==> src/design/gpc_pkg.sv <==
/*
 Package for the per-pin control block: register layout, field positions,
 reset values, function codes and settle time constants.
 Assumes a 125 MHz system clock.
*/
package gpc_pkg;
   localparam int NUM_PINS = 16;
   localparam int ALT_PINS = 8;
   localparam int CLK_MHZ = 125;
   // Register word addresses: one control word per pin, then a readback word
   localparam logic [7:0] ADDR_CTRL_BASE = 8'h00;
   localparam logic [7:0] ADDR_PIN_LEVEL = 8'h40;
   // Field positions in a control word
   localparam int POS_DIR = 31;
   localparam int POS_TIME_HI = 19;
   localparam int POS_TIME_LO = 16;
   localparam int POS_LVL = 15;
   localparam int POS_DRV = 14;
   localparam int POS_SETTLE = 13;
   localparam int POS_INV = 12;
   localparam int POS_FN_HI = 9;
   localparam int POS_FN_LO = 0;
   // Reset values
   localparam logic RST_DIR = 1'b1;
   localparam logic [3:0] RST_TIME = 4'h0;
   localparam logic RST_DRV = 1'b0;
   localparam logic RST_SETTLE = 1'b0;
   localparam logic RST_INV = 1'b0;
   localparam logic [9:0] RST_FN = 10'h001;
   // Function codes
   localparam logic [9:0] FN_ALT = 10'h000;
   localparam logic [9:0] FN_LOGIC = 10'h001;
   localparam logic [9:0] FN_DSP = 10'h002;
   localparam logic [9:0] FN_IRQ = 10'h003;
   localparam logic [9:0] FN_LOOP_CLK = 10'h010;
   localparam logic [9:0] FN_LOOP_LOCK = 10'h018;
   localparam logic [9:0] FN_DERIVED_CLK = 10'h048;
   localparam logic [9:0] FN_FIRST_PULSE_WIDTH_OUTPUT = 10'h080;
   localparam logic [9:0] FN_PWM2 = 10'h081;
   // Settle times in microseconds, code 0x0 to 0xa
   localparam int SETTLE_US [0:10] = '{100, 1500, 3000, 6000, 12000, 24000, 48000,
                                       96000, 192000, 384000, 768000};
   localparam int CNT_W = 27;
   localparam logic [3:0] TIME_MAX_CODE = 4'ha;
   // Per-pin control fields
   typedef struct packed {
      logic dir;
      logic [3:0] settle_time;
      logic level;
      logic drv_od;
      logic settle_en;
      logic invert;
      logic [9:0] func;
   } gpc_ctrl_t;
   // Sources a pin can be routed to
   typedef struct packed {
      logic irq;
      logic loop_clk;
      logic loop_lock;
      logic derived_clk;
      logic first_pulse_width_output;
      logic pwm2;
   } gpc_src_t;
endpackage

==> src/design/gpc_pin_control.sv <==
/*
 Per-pin GPIO control for 16 pins with settle filter and function routing.
 Assumes synchronous pin inputs, a 125 MHz clock and a strobe register port.
*/
// Contract
// Settle time codes 0x0-0xa give 100 us to 768 ms; 0xb-0xf reserved.
// Settle enable bit turns input debouncing on; resets off.
// With settling on, new input level accepted after stable for selected time.
// Output level bit is write-only; reads do not show it.
// With invert set, the pin drives the opposite of the level bit.
// Driver type bit: 0 push-pull, 1 open-drain; resets push-pull.
// Driver type ignored for codes 0x000 and 0x002; 0x002 always push-pull.
// Invert bit inverts the selected output; ignored for 0x000 and 0x002.
// Each pin has a ten-bit function select, resetting to plain logic I/O.
// Direction must match the function; device applies function per direction.
// Code 0x001 outputs the level bit, or is a logic input.
// Code 0x002 connects the pin to the DSP; DSP sets direction.
// Code 0x003 on pins 1-8 outputs the first interrupt request.
// Code 0x010 on pins 1-8 outputs the frequency loop clock.
// Code 0x018 on pins 1-8 outputs frequency loop lock status.
// Code 0x048 on pins 1-8 outputs the derived clock.
// Code 0x080 on all pins outputs first PWM; 0x081 second PWM.
// Controls are replicated for each of 16 pins by pin number.
// After reset the level bit follows the pin's sensed level.
// Direction bit 0 output, 1 input; resets input; ignored for 0x000/0x002.
`timescale 1ns/1ps
module gpc_pin_control (
   input wire logic clock, // System clock, 125 MHz
   input wire logic rst_n, // Asynchronous reset, active low
   input wire logic clk_en, // Freezes all state while low
   input wire logic [7:0] reg_addr, // Word address
   input wire logic [31:0] reg_wdata, // Write data
   input wire logic reg_wr, // Write strobe
   input wire logic reg_rd, // Read strobe
   output logic [31:0] reg_rdata, // Read data, cycle after strobe
   input wire logic [15:0] pin_in, // Sensed pin levels
   output logic [15:0] pin_out, // Pin output values
   output logic [15:0] pin_oe_n, // Pin output enables, low drives
   input wire logic [15:0] alt_out, // Pin-specific alternate outputs
   input wire logic [15:0] alt_oe_n, // Pin-specific alternate enables, low drives
   input wire logic [15:0] alt_od, // Alternate function wants open-drain
   input wire logic [15:0] dsp_out, // DSP low-latency outputs
   input wire logic [15:0] dsp_dir, // DSP direction, 1 input
   input wire gpc_pkg::gpc_src_t src, // Internal output sources
   output logic [15:0] pin_level, // Filtered pin levels to the core
   output logic [15:0] dsp_in // Filtered pin levels to the DSP
);
   gpc_pkg::gpc_ctrl_t ctrl [gpc_pkg::NUM_PINS];
   logic [15:0] filt;
   logic [gpc_pkg::CNT_W-1:0] cnt [gpc_pkg::NUM_PINS];
   logic init_done;
   logic [15:0] next_out;
   logic [15:0] next_oe_n;

   // Settle time in clock cycles for a code, reserved codes use the longest
   function automatic logic [gpc_pkg::CNT_W-1:0] settle_cycles(input logic [3:0] code);
      int idx;
      idx = (code > gpc_pkg::TIME_MAX_CODE) ? 10 : int'(code);
      return gpc_pkg::CNT_W'(gpc_pkg::SETTLE_US[idx] * gpc_pkg::CLK_MHZ);
   endfunction

   // Whether a read or write address selects pin p's control word
   function automatic logic hit_ctrl(input logic [7:0] a, input int p);
      return a == gpc_pkg::ADDR_CTRL_BASE + 8'(p);
   endfunction

   // Control word registers, one per pin
   always_ff @(posedge clock or negedge rst_n) begin
      if (!rst_n) begin
         for (int p = 0; p < gpc_pkg::NUM_PINS; p++) begin
            ctrl[p].dir <= gpc_pkg::RST_DIR;
            ctrl[p].settle_time <= gpc_pkg::RST_TIME;
            ctrl[p].level <= 1'b0;
            ctrl[p].drv_od <= gpc_pkg::RST_DRV;
            ctrl[p].settle_en <= gpc_pkg::RST_SETTLE;
            ctrl[p].invert <= gpc_pkg::RST_INV;
            ctrl[p].func <= gpc_pkg::RST_FN;
         end
      end else if (clk_en) begin
         for (int p = 0; p < gpc_pkg::NUM_PINS; p++) begin
            if (!init_done) begin
               ctrl[p].level <= pin_in[p];
            end
            if (reg_wr && hit_ctrl(reg_addr, p)) begin
               ctrl[p].dir <= reg_wdata[gpc_pkg::POS_DIR];
               ctrl[p].settle_time <= reg_wdata[gpc_pkg::POS_TIME_HI:gpc_pkg::POS_TIME_LO];
               ctrl[p].level <= reg_wdata[gpc_pkg::POS_LVL];
               ctrl[p].drv_od <= reg_wdata[gpc_pkg::POS_DRV];
               ctrl[p].settle_en <= reg_wdata[gpc_pkg::POS_SETTLE];
               ctrl[p].invert <= reg_wdata[gpc_pkg::POS_INV];
               ctrl[p].func <= reg_wdata[gpc_pkg::POS_FN_HI:gpc_pkg::POS_FN_LO];
            end
         end
      end
   end

   // Marks the first enabled cycle after reset release
   always_ff @(posedge clock or negedge rst_n) begin
      if (!rst_n) begin
         init_done <= 1'b0;
      end else if (clk_en) begin
         init_done <= 1'b1;
      end
   end

   // Input settle filter per pin
   always_ff @(posedge clock or negedge rst_n) begin
      if (!rst_n) begin
         filt <= '0;
         for (int p = 0; p < gpc_pkg::NUM_PINS; p++) begin
            cnt[p] <= '0;
         end
      end else if (clk_en) begin
         for (int p = 0; p < gpc_pkg::NUM_PINS; p++) begin
            if (!init_done || !ctrl[p].settle_en) begin
               filt[p] <= pin_in[p];
               cnt[p] <= '0;
            end else if (pin_in[p] == filt[p]) begin
               cnt[p] <= '0;
            end else if (cnt[p] + 1'b1 >= settle_cycles(ctrl[p].settle_time)) begin
               filt[p] <= pin_in[p];
               cnt[p] <= '0;
            end else begin
               cnt[p] <= cnt[p] + 1'b1;
            end
         end
      end
   end

   // Routes each pin's selected function to its driver
   always_comb begin
      next_out = '0;
      next_oe_n = '1;
      for (int p = 0; p < gpc_pkg::NUM_PINS; p++) begin
         logic v;
         logic lo;
         v = 1'b0;
         lo = (p < gpc_pkg::ALT_PINS);
         unique case (ctrl[p].func)
            gpc_pkg::FN_LOGIC: v = ctrl[p].level;
            gpc_pkg::FN_IRQ: v = lo & src.irq;
            gpc_pkg::FN_LOOP_CLK: v = lo & src.loop_clk;
            gpc_pkg::FN_LOOP_LOCK: v = lo & src.loop_lock;
            gpc_pkg::FN_DERIVED_CLK: v = lo & src.derived_clk;
            gpc_pkg::FN_FIRST_PULSE_WIDTH_OUTPUT: v = src.first_pulse_width_output;
            gpc_pkg::FN_PWM2: v = src.pwm2;
            default: v = 1'b0;
         endcase
         v = v ^ ctrl[p].invert;
         if (ctrl[p].func == gpc_pkg::FN_ALT) begin
            // Alternate function owns direction and driver type
            next_out[p] = alt_out[p];
            next_oe_n[p] = alt_oe_n[p] | (alt_od[p] & alt_out[p]);
         end else if (ctrl[p].func == gpc_pkg::FN_DSP) begin
            next_out[p] = dsp_out[p];
            next_oe_n[p] = dsp_dir[p];
         end else if (!ctrl[p].dir) begin
            // Open drain releases the pin for a high level
            next_out[p] = v;
            next_oe_n[p] = ctrl[p].drv_od & v;
         end
      end
   end

   // Registered pin drivers and core-side levels
   always_ff @(posedge clock or negedge rst_n) begin
      if (!rst_n) begin
         pin_out <= '0;
         pin_oe_n <= '1;
         pin_level <= '0;
         dsp_in <= '0;
      end else if (clk_en) begin
         pin_out <= next_out;
         pin_oe_n <= next_oe_n;
         pin_level <= filt;
         dsp_in <= filt;
      end
   end

   // Register reads: control words hide the level bit, readback word shows pins
   always_ff @(posedge clock or negedge rst_n) begin
      if (!rst_n) begin
         reg_rdata <= '0;
      end else if (clk_en) begin
         reg_rdata <= '0;
         if (reg_rd) begin
            if (reg_addr == gpc_pkg::ADDR_PIN_LEVEL) begin
               reg_rdata <= {16'h0000, filt};
            end
            for (int p = 0; p < gpc_pkg::NUM_PINS; p++) begin
               if (hit_ctrl(reg_addr, p)) begin
                  reg_rdata <= {ctrl[p].dir, 11'h000, ctrl[p].settle_time, 1'b0,
                                ctrl[p].drv_od, ctrl[p].settle_en, ctrl[p].invert, 2'h0, ctrl[p].func};
               end
            end
         end
      end
   end

   // Checks
   AST_LVL_HIDDEN: assert property (@(posedge clock) disable iff (!rst_n)
      (clk_en && reg_rd && reg_addr < 8'h10) |=> !reg_rdata[gpc_pkg::POS_LVL])
      else $error("Level bit visible on read");
   AST_RST_FN: assert property (@(posedge clock) disable iff (!rst_n)
      $rose(init_done) |-> ctrl[0].func == gpc_pkg::FN_LOGIC && ctrl[0].dir)
      else $error("Bad reset function");
   AST_LOGIC_OUT: assert property (@(posedge clock) disable iff (!rst_n)
      (clk_en && ctrl[0].func == gpc_pkg::FN_LOGIC && !ctrl[0].dir)
      |=> pin_out[0] == ($past(ctrl[0].level) ^ $past(ctrl[0].invert))
          && pin_oe_n[0] == ($past(ctrl[0].drv_od) & pin_out[0]))
      else $error("Logic output wrong");
   AST_INPUT_HIZ: assert property (@(posedge clock) disable iff (!rst_n)
      (clk_en && ctrl[1].dir && ctrl[1].func == gpc_pkg::FN_LOGIC) |=> pin_oe_n[1])
      else $error("Input pin driven");
   AST_DSP_CMOS: assert property (@(posedge clock) disable iff (!rst_n)
      (clk_en && ctrl[0].func == gpc_pkg::FN_DSP && !dsp_dir[0]) |=> !pin_oe_n[0])
      else $error("DSP output not push-pull");
   AST_OD_RELEASE: assert property (@(posedge clock) disable iff (!rst_n)
      (clk_en && ctrl[0].func == gpc_pkg::FN_LOGIC && !ctrl[0].dir && ctrl[0].drv_od && next_out[0])
      |=> pin_oe_n[0])
      else $error("Open drain drove high");
   AST_HI_PIN_IRQ: assert property (@(posedge clock) disable iff (!rst_n)
      (clk_en && ctrl[8].func == gpc_pkg::FN_IRQ && !ctrl[8].invert) |=> !pin_out[8])
      else $error("Interrupt routed to high pin");
   AST_NO_SETTLE: assert property (@(posedge clock) disable iff (!rst_n)
      (clk_en && init_done && !ctrl[4].settle_en) |=> filt[4] == $past(pin_in[4]))
      else $error("Unfiltered input lagged");
   AST_SETTLE_HOLD: assert property (@(posedge clock) disable iff (!rst_n)
      (clk_en && ctrl[1].settle_en && init_done && cnt[1] == '0 && pin_in[1] != filt[1]) |=> filt[1] == $past(filt[1]))
      else $error("Input accepted too early");

   // Reset capture, per-pin writes and read path
   AST_LVL_INIT: assert property (@(posedge clock) disable iff (!rst_n)
      $rose(init_done) |-> ctrl[0].level == $past(pin_in[0]))
      else $error("Level bit did not follow the pin after reset");
   AST_WR_ONE_PIN: assert property (@(posedge clock) disable iff (!rst_n)
      (clk_en && init_done && reg_wr && reg_addr == 8'h01)
      |=> $stable(ctrl[0]) && ctrl[1].func == $past(reg_wdata[gpc_pkg::POS_FN_HI:gpc_pkg::POS_FN_LO]))
      else $error("Write reached the wrong pin");
   AST_RD_IDLE: assert property (@(posedge clock) disable iff (!rst_n)
      (clk_en && !reg_rd) |=> reg_rdata == '0)
      else $error("Read data held past its cycle");
   AST_RD_LEVEL: assert property (@(posedge clock) disable iff (!rst_n)
      (clk_en && reg_rd && reg_addr == gpc_pkg::ADDR_PIN_LEVEL) |=> reg_rdata == {16'h0000, $past(filt)})
      else $error("Level word wrong");

   // Output routing and polarity
   AST_INV_LOGIC: assert property (@(posedge clock) disable iff (!rst_n)
      (clk_en && ctrl[0].func == gpc_pkg::FN_LOGIC && !ctrl[0].dir && ctrl[0].invert)
      |=> pin_out[0] != $past(ctrl[0].level))
      else $error("Inverted level not driven");
   AST_IRQ_LOW_PIN: assert property (@(posedge clock) disable iff (!rst_n)
      (clk_en && ctrl[0].func == gpc_pkg::FN_IRQ && !ctrl[0].dir && !ctrl[0].invert)
      |=> pin_out[0] == $past(src.irq) && !pin_oe_n[0])
      else $error("Interrupt not routed");
   AST_LOOP_CLK: assert property (@(posedge clock) disable iff (!rst_n)
      (clk_en && ctrl[0].func == gpc_pkg::FN_LOOP_CLK && !ctrl[0].dir && !ctrl[0].invert)
      |=> pin_out[0] == $past(src.loop_clk))
      else $error("Loop clock not routed");
   AST_LOOP_LOCK: assert property (@(posedge clock) disable iff (!rst_n)
      (clk_en && ctrl[0].func == gpc_pkg::FN_LOOP_LOCK && !ctrl[0].dir && !ctrl[0].invert)
      |=> pin_out[0] == $past(src.loop_lock))
      else $error("Lock status not routed");
   AST_DERIVED_CLK: assert property (@(posedge clock) disable iff (!rst_n)
      (clk_en && ctrl[0].func == gpc_pkg::FN_DERIVED_CLK && !ctrl[0].dir && !ctrl[0].invert)
      |=> pin_out[0] == $past(src.derived_clk))
      else $error("Derived clock not routed");
   AST_PWM_INV: assert property (@(posedge clock) disable iff (!rst_n)
      (clk_en && ctrl[0].func == gpc_pkg::FN_FIRST_PULSE_WIDTH_OUTPUT && !ctrl[0].dir)
      |=> pin_out[0] == ($past(src.first_pulse_width_output) ^ $past(ctrl[0].invert)))
      else $error("PWM polarity wrong");
   AST_PWM2_HI_PIN: assert property (@(posedge clock) disable iff (!rst_n)
      (clk_en && ctrl[8].func == gpc_pkg::FN_PWM2 && !ctrl[8].dir && !ctrl[8].invert)
      |=> pin_out[8] == $past(src.pwm2))
      else $error("Second PWM not routed");
   AST_DSP_FOLLOW: assert property (@(posedge clock) disable iff (!rst_n)
      (clk_en && ctrl[0].func == gpc_pkg::FN_DSP)
      |=> pin_out[0] == $past(dsp_out[0]) && pin_oe_n[0] == $past(dsp_dir[0]))
      else $error("DSP route wrong");
   AST_ALT_FOLLOW: assert property (@(posedge clock) disable iff (!rst_n)
      (clk_en && ctrl[0].func == gpc_pkg::FN_ALT) |=> pin_out[0] == $past(alt_out[0]))
      else $error("Alternate value not routed");
   AST_ALT_OD: assert property (@(posedge clock) disable iff (!rst_n)
      (clk_en && ctrl[0].func == gpc_pkg::FN_ALT && alt_od[0] && alt_out[0])
      |=> pin_oe_n[0])
      else $error("Alternate open drain drove high");

   // Input settle filter
   AST_SETTLE_LIMIT: assert property (@(posedge clock) disable iff (!rst_n)
      (ctrl[1].settle_en && ctrl[1].settle_time == 4'h0)
      |-> cnt[1] < gpc_pkg::CNT_W'(gpc_pkg::SETTLE_US[0] * gpc_pkg::CLK_MHZ))
      else $error("Settle count past shortest time");
   AST_SETTLE_RESTART: assert property (@(posedge clock) disable iff (!rst_n)
      (clk_en && init_done && ctrl[1].settle_en && pin_in[1] == filt[1])
      |=> cnt[1] == '0)
      else $error("Settle count not restarted");
   AST_NO_SETTLE_CNT: assert property (@(posedge clock) disable iff (!rst_n)
      (clk_en && !ctrl[4].settle_en) |=> cnt[4] == '0)
      else $error("Settle count ran while disabled");

   // Clock enable low holds controls and pins
   AST_FREEZE: assert property (@(posedge clock) disable iff (!rst_n)
      !clk_en
      |=> $stable(pin_out) && $stable(pin_oe_n) && $stable(ctrl[0]))
      else $error("State moved while frozen");
endmodule

==> config.mk <==
export PLATFORM = sky130hd
export DESIGN_NAME = gpc_pin_control
export DESIGN_NICKNAME = d
export VERILOG_FILES = /design/src/design/gpc_pkg.sv /design/src/design/gpc_pin_control.sv
export SDC_FILE = /design/constraint.sdc
export NUM_CORES = 2
export LEC_CHECK = 0
export BUFFER_PORTS_ARGS = -buffer_cell sky130_fd_sc_hd__buf_4
export CAP_MARGIN = 40
export CORE_ASPECT_RATIO = 1.75
export CORE_MARGIN = 1
export CORE_UTILIZATION = 60
export CTS_BUF_LIST = sky130_fd_sc_hd__clkbuf_2 sky130_fd_sc_hd__clkbuf_4 sky130_fd_sc_hd__clkbuf_8
export DETAILED_ROUTE_END_ITERATION = 7
export PLACE_DENSITY = 0.81
export SLEW_MARGIN = 20
export SYNTH_ARGS = -nofsm -noshare
export SYNTH_HDL_FRONTEND = slang
export SYNTH_SLANG_ARGS = --single-unit
==> constraint.sdc <==
create_clock -name clock -period 9.47 [get_ports clock]
set_input_delay 0.947 -clock clock [delete_from_list [all_inputs] [get_ports clock]]
set_output_delay 0.947 -clock clock [all_outputs]
set_load 0.02 [all_outputs]
### After elaboration in Yosys (flattened, before gate mapping)

Memories as Yosys holds them, arrays and structs flattened.
Index checks and enable logic that the tools add are counted.

* register bits: 833
* bits in read-only memories: 8192
* input bits: 147
* output and inout port bits: 96
* logic and storage cells: 921
* memories: 16

Memory list
* (no name shown): depth 16, bits a word 32, read ports 1, clocked after Yosys merged registers in 0, wr ports 0, line gpc_pin_control.sv:59 `return gpc_pkg::CNT_W'(gpc_pkg::SETTLE_US[idx] * gpc_pkg::CLK_MHZ);`
* (no name shown): depth 16, bits a word 32, read ports 1, clocked after Yosys merged registers in 0, wr ports 0, line gpc_pin_control.sv:59
* (no name shown): depth 16, bits a word 32, read ports 1, clocked after Yosys merged registers in 0, wr ports 0, line gpc_pin_control.sv:59
* (no name shown): depth 16, bits a word 32, read ports 1, clocked after Yosys merged registers in 0, wr ports 0, line gpc_pin_control.sv:59
* (no name shown): depth 16, bits a word 32, read ports 1, clocked after Yosys merged registers in 0, wr ports 0, line gpc_pin_control.sv:59
* (no name shown): depth 16, bits a word 32, read ports 1, clocked after Yosys merged registers in 0, wr ports 0, line gpc_pin_control.sv:59
* 10 more memories

* $add $sub $neg: 16
* $mul: 16
* magnitude comparators: 48
* equal/unequal tests: 160
* multiplexer cells: 306
* bitwise operators: 80
* reductions and logical operators: 130

Operators by type and width (count)
* $mux 32: 49
* $mux 27: 48
* $ge 32x5->1 const B: 16
* $mul 32x8->27 const B: 16
* $not 4->32: 16
* $add 27x1->27 const B: 16
* $ge 27x27->1: 16
* $eq 10x8->1 const B: 32
* $eq 10x2->1 const B: 24
* $mux 14: 16
* $eq 10x1->1 const B: 16
* $eq 10x5->1 const B: 16
* $logic_not 10->1: 16
* $mux 1: 160
* $eq 10x7->1 const B: 8
* $eq 8x4->1 const B: 8
* $gt 4x4->1 const B: 16
* $mux 4: 16
* $reduce_and 2->1: 32
* $pmux 1 s7: 8
* $reduce_and 3->1: 16
* $and 1x1->1: 32
* $eq 8x3->1 const B: 4
* $ne 2x1->1 const B: 16
* other kinds (14): 143

### Logic depth before layout (Yosys ltp)

* depth after elaboration: 19
* mapped depth: 40
* depth with buffers taken out: 38

### Least setup slack after synthesis

Ideal clock, no wire load.

* kind: flip-flop to flip-flop
* from: register ctrl[149] (netlist name)
* to: register cnt[215] (netlist name)
* library setup time: 0.064 ns
* data arrival time: 7.884 ns
* required time: 9.406 ns
* path slack: 1.523 ns
* stages on the path, launching flop included: 35
* cell sequence: dfrtp_1 > clkbuf_1 > clkbuf_1 > a21oi_1 > inv_1 > ha_1 > nand2_1 > nand2_1 > nor2_1 > nor2_1 > fa_1 > fa_1 > inv_1 > fa_1 > inv_1 > fa_1 > inv_1 > ha_1 > a21oi_1 > nand2_1 > a2111o_1 > a2111oi_2 > nor3_1 > or3_1 > a21oi_2 > xor2_1 > ha_1 > a211o_1 > nor2_1 > o2111ai_1 > o41ai_2 > nand3_1 > clkbuf_1 > nor3b_1 > a21o_1

* cells in the longest elaborated chain, start to end: 11

Ends and longest elaborated chain
* start: declaration: line gpc_pin_control.sv:48 `gpc_pkg::gpc_ctrl_t ctrl [gpc_pkg::NUM_PINS];`
* $gt 4x4->1: line gpc_pin_control.sv:58 `idx = (code > gpc_pkg::TIME_MAX_CODE) ? 10 : int'(code);`
* $mux 4 *: line gpc_pin_control.sv:58
* $not 4->32 (implied by the code) *: line gpc_pin_control.sv:59
* $mem_v2 16x32 *
* $mux 32 (implied by the code) * (2 in series): line gpc_pin_control.sv:59
* $mul 32x8->27 *: line gpc_pin_control.sv:59
* $ge 27x27->1 *: line gpc_pin_control.sv:120 `end else if (cnt[p] + 1'b1 >= settle_cycles(ctrl[p].settle_time)) begin`
* $mux 27 *: line gpc_pin_control.sv:120
* $mux 27 *: line gpc_pin_control.sv:118 `end else if (pin_in[p] == filt[p]) begin`
* $mux 27 *: line gpc_pin_control.sv:115 `if (!init_done || !ctrl[p].settle_en) begin`
* end signal: indexed assignment: line gpc_pin_control.sv:124 `cnt[p] <= cnt[p] + 1'b1;`
* end: declaration: line gpc_pin_control.sv:50 `logic [gpc_pkg::CNT_W-1:0] cnt [gpc_pkg::NUM_PINS];`

Every way passes the cells marked *; elsewhere a longest branch is shown, timed or not. The select of a mux whose other input is x is not followed.
A chain may end at the register's enable or synchronous reset.

### Final worst setup path

* from: register ctrl[169] (netlist name)
* to: register cnt[239] (netlist name)

Same word-level chain as after synthesis.

==> metrics.cfg <==
[place]
io_buffers = 218
gp_congestion = 0.9934
dpl.cell_count = 13910
dpl.hpwl_um = 229900

[logic_synthesis]
synth-seq-cells = 822
synth-xor-area-share_pct = 7.210
synth_edf_count = 0
synthMuxAreaShare_pct = 4.950
netlist.area_leader.share_pct = 18.33
synth_area_leader_cell = dfrtp_1
yosysWarnings = 0
synthSimpleGateAreaFrac_pct = 12.64
synthArstFlopShare_pct = 100.0
ys.flop_type = dfrtp_1
syn_area_sq_um = 105700
synthAdderAreaFrac_pct = 33.93
synth-seq-area-share_pct = 19.52
synth_top_family_by_area = adder cells
synth_cells = 11660
synth_compound_area_share_pct = 13.30
synth.avg_cell_area_sq_um = 9.066
ys_types = 102
synth_area_leaders = dfrtp_1 (18%), ha_1 (18%), fa_1 (16%)

[sta]
rsz0062_at_grt = no
max_freq_mhz = 112.5
slew_headroom_pct = 27.02
fin_crit_sh_pct = 93.86
tns_ns = 0
slew_violations = 0
tightestPinTransition_ns = 1.095
hold_viol_final = 0
skew_ns = 0.08305
min_period_ns = 8.889
setup_viol = 0
holdWs_ns = 0.1004

[critical_path]
r2r_end = cnt[239]
path_class = flip-flop to flip-flop
crit_path_max_incr_delay_ns = 0.56
startpoint_type = flip-flop
crit_top_cell = inv_1
r2r_slack_ns = 0.58
end_kind = flip-flop
critPathArrivalTime_ns = 9.65
rr_startpoint = ctrl[169]
reg2reg_depth = 33
crit_path_top_delay_cell = dfrtp_1
cp_max_fo = 38
critPathRequiredTime_ns = 10.23
worst-path-buf-inv = 6
path_delay_family = compound AO/OA/AOI/OAI gates

[pwr]
powerDensity_nw_per_um2 = 184.9
leakage_uw = 0.06149
vdd_drop_max_uv = 194.9

[grt]
grt_pass1_vias = 90900
gr-total-overflow = 0
grt_max_degree = 146
grt_pass1_wl_um = 462000
globalRouteTotalUtil_pct = 32.37
antenna_found_initial = 33

[die]
die_h_um = 557.2
die_x_um = 319.3
coreArea_sq_um = 174700
start_util_pct = 60.48
fp.dieArea_sq_um = 177900
fp-row-count = 203
ios = 243

[drt]
viasPerCell = 6.057
drc = 0
met1_length_um = 103000
topRoutingLayerUsed = met5
wl_met2_um = 145400
ant_nets = 0
wl_met3_um = 21870
drt-pass1-iter-count = 7
wl_per_cell_um = 20.35
drt_iter0_markers = 6079
num_vias = 85970
wl_um = 288800

[min_path]
hp-class = primary input to async pin

[cells_and_area]
syn_to_final_growth_pct = 7.256
drive_above_1_share_pct = 9.943
fin_cells = 14190
nets = 14330
fillers = 14030

[clock_tree]
cts_tree = yes
clkTransAtPathRegs_ns = 0.06
clkSinkCount = 822
hold_buffers = 0
cts.path.max_buffers = 4
cts_made_buffers = 144
clock-root-buffer = clkbuf_8
worstSkewPairLatency_ns = 0.91
htree_num_levels = 4

[job]
drv_cap = 0

[outcome]
status = completed

-- logic make-up after synthesis --
| group | after synthesis |
|---|---|
| other | 1 |
| adders and majority gates | 2364 |
| xor gates and xnor gates | 870 |
| buffers and inverters | 2332 |
| muxes | 460 |
| AOI/OAI and AO/OA | 2128 |
| and+or+nand+nor | 2680 |
| DFF | 822 |
-- placed cells by master, fill, tap and decap left out, types with 235 or more instances in the layout --
cell	instances
inv_1	1924
ha_1	1528
fa_1	836
dfrtp_1	772
nand2_1	623
nor2_1	603
a21oi_1	508
o21ai_0	501
xnor2_1	497
xor2_1	373
mux2_2	371
buf_4	355
nand3_1	300
a21o_1	254
nand2b_1	235
-- layout make-up --
class                      count  area, sq um  share of cell area, %
tap                         2255         2821                  2.489
clock inverter                37        435.4                 0.3841
antenna                       20        50.05                0.04415
timing repair buffer         388         3199                  2.822
multi-input combinational   8529        76280                  67.30
inverter                    1929         7248                  6.394
sequential                   822        20630                  18.20
clock buffer                 213         2681                  2.366
-- routing by layer --
metal,track usage [%],vias up
met5,0,-
met2,58.14,3068
met1,35.05,42160
met3,6.499,1114
met4,19.09,32
li1,-,39600
-- report_power, final --
part | internal (uW) | switching [uW]
Sequential | 3610 | 121
Combinational | 5720 | 7760
Clock | 2060 | 1680
-- sequential cells by signal, indices dropped and copies added, names as in the netlist --
register	count
cnt	432
ctrl	304
reg_rdata	21
dsp_in	16
filt	16
pin_oe_n	16
pin_out	16
init_done	1
-- synth_stat cells, drive strengths merged, types with 28 or more instances --
library cell / instances
nor2b: 102
mux2: 371
nand3: 303
nor4: 47
nor3: 164
xor2: 373
a31oi: 92
xnor2: 497
inv: 1926
o21ai: 533
a22o: 83
o2bb2ai: 42
and3: 165
nand2b: 235
nand2: 625
ha: 1528
dfstp: 48
clkbuf: 309
a21oi: 512
or3: 60
o31ai: 49
nor2: 611
dfrtp: 774
a21o: 254
o21a: 97
and2: 86
nand4: 114
nor3b: 30
a211oi: 62
nand3b: 30
fa: 836
or2: 53
a32o: 87
buf: 94
mux2i: 76
o211ai: 28
-- what timing repair did --
| item | CTS | global route |
|---|---|---|
| endpoints found under the hold margin | 0 | 0 |
| buffers inserted | 0 | 0 |
| resized for setup | 0 | 7 |
| endpoints found under the setup margin | 0 | 32 |
-- metrics by stage --
| step | utilization (%) | worst slack [ns] | power (uW) | area [sq um] |
|---|---|---|---|---|
| global route | 64.84 | 0.07268 | 22870 | 113300 |
| detailed placement | 62.95 | 0.6099 | 17090 | 110000 |
| global placement | 62.74 | 0.6650 | 16460 | 109600 |
| CTS | 64.73 | 0.5399 | 20940 | 113100 |
| floorplan | - | 1.523 | 13950 | 105800 |
| finish | 64.87 | 0.5814 | 20950 | 113400 |
-- worst max-delay path by stage --
stage	startpoint	to	slack (ns)	depth (start not counted)
after CTS	ctrl[149]	filt[8]	0.54	29
final	ctrl[169]	cnt[239]	0.58	33
after floorplan	ctrl[149]	cnt[215]	1.52	34
after global routing	ctrl[281]	cnt[396]	0.07	35
after global placement	ctrl[281]	cnt[404]	0.66	35
after detailed placement	ctrl[149]	filt[8]	0.61	29
Note: power is estimated with default switching activity, not from simulation.
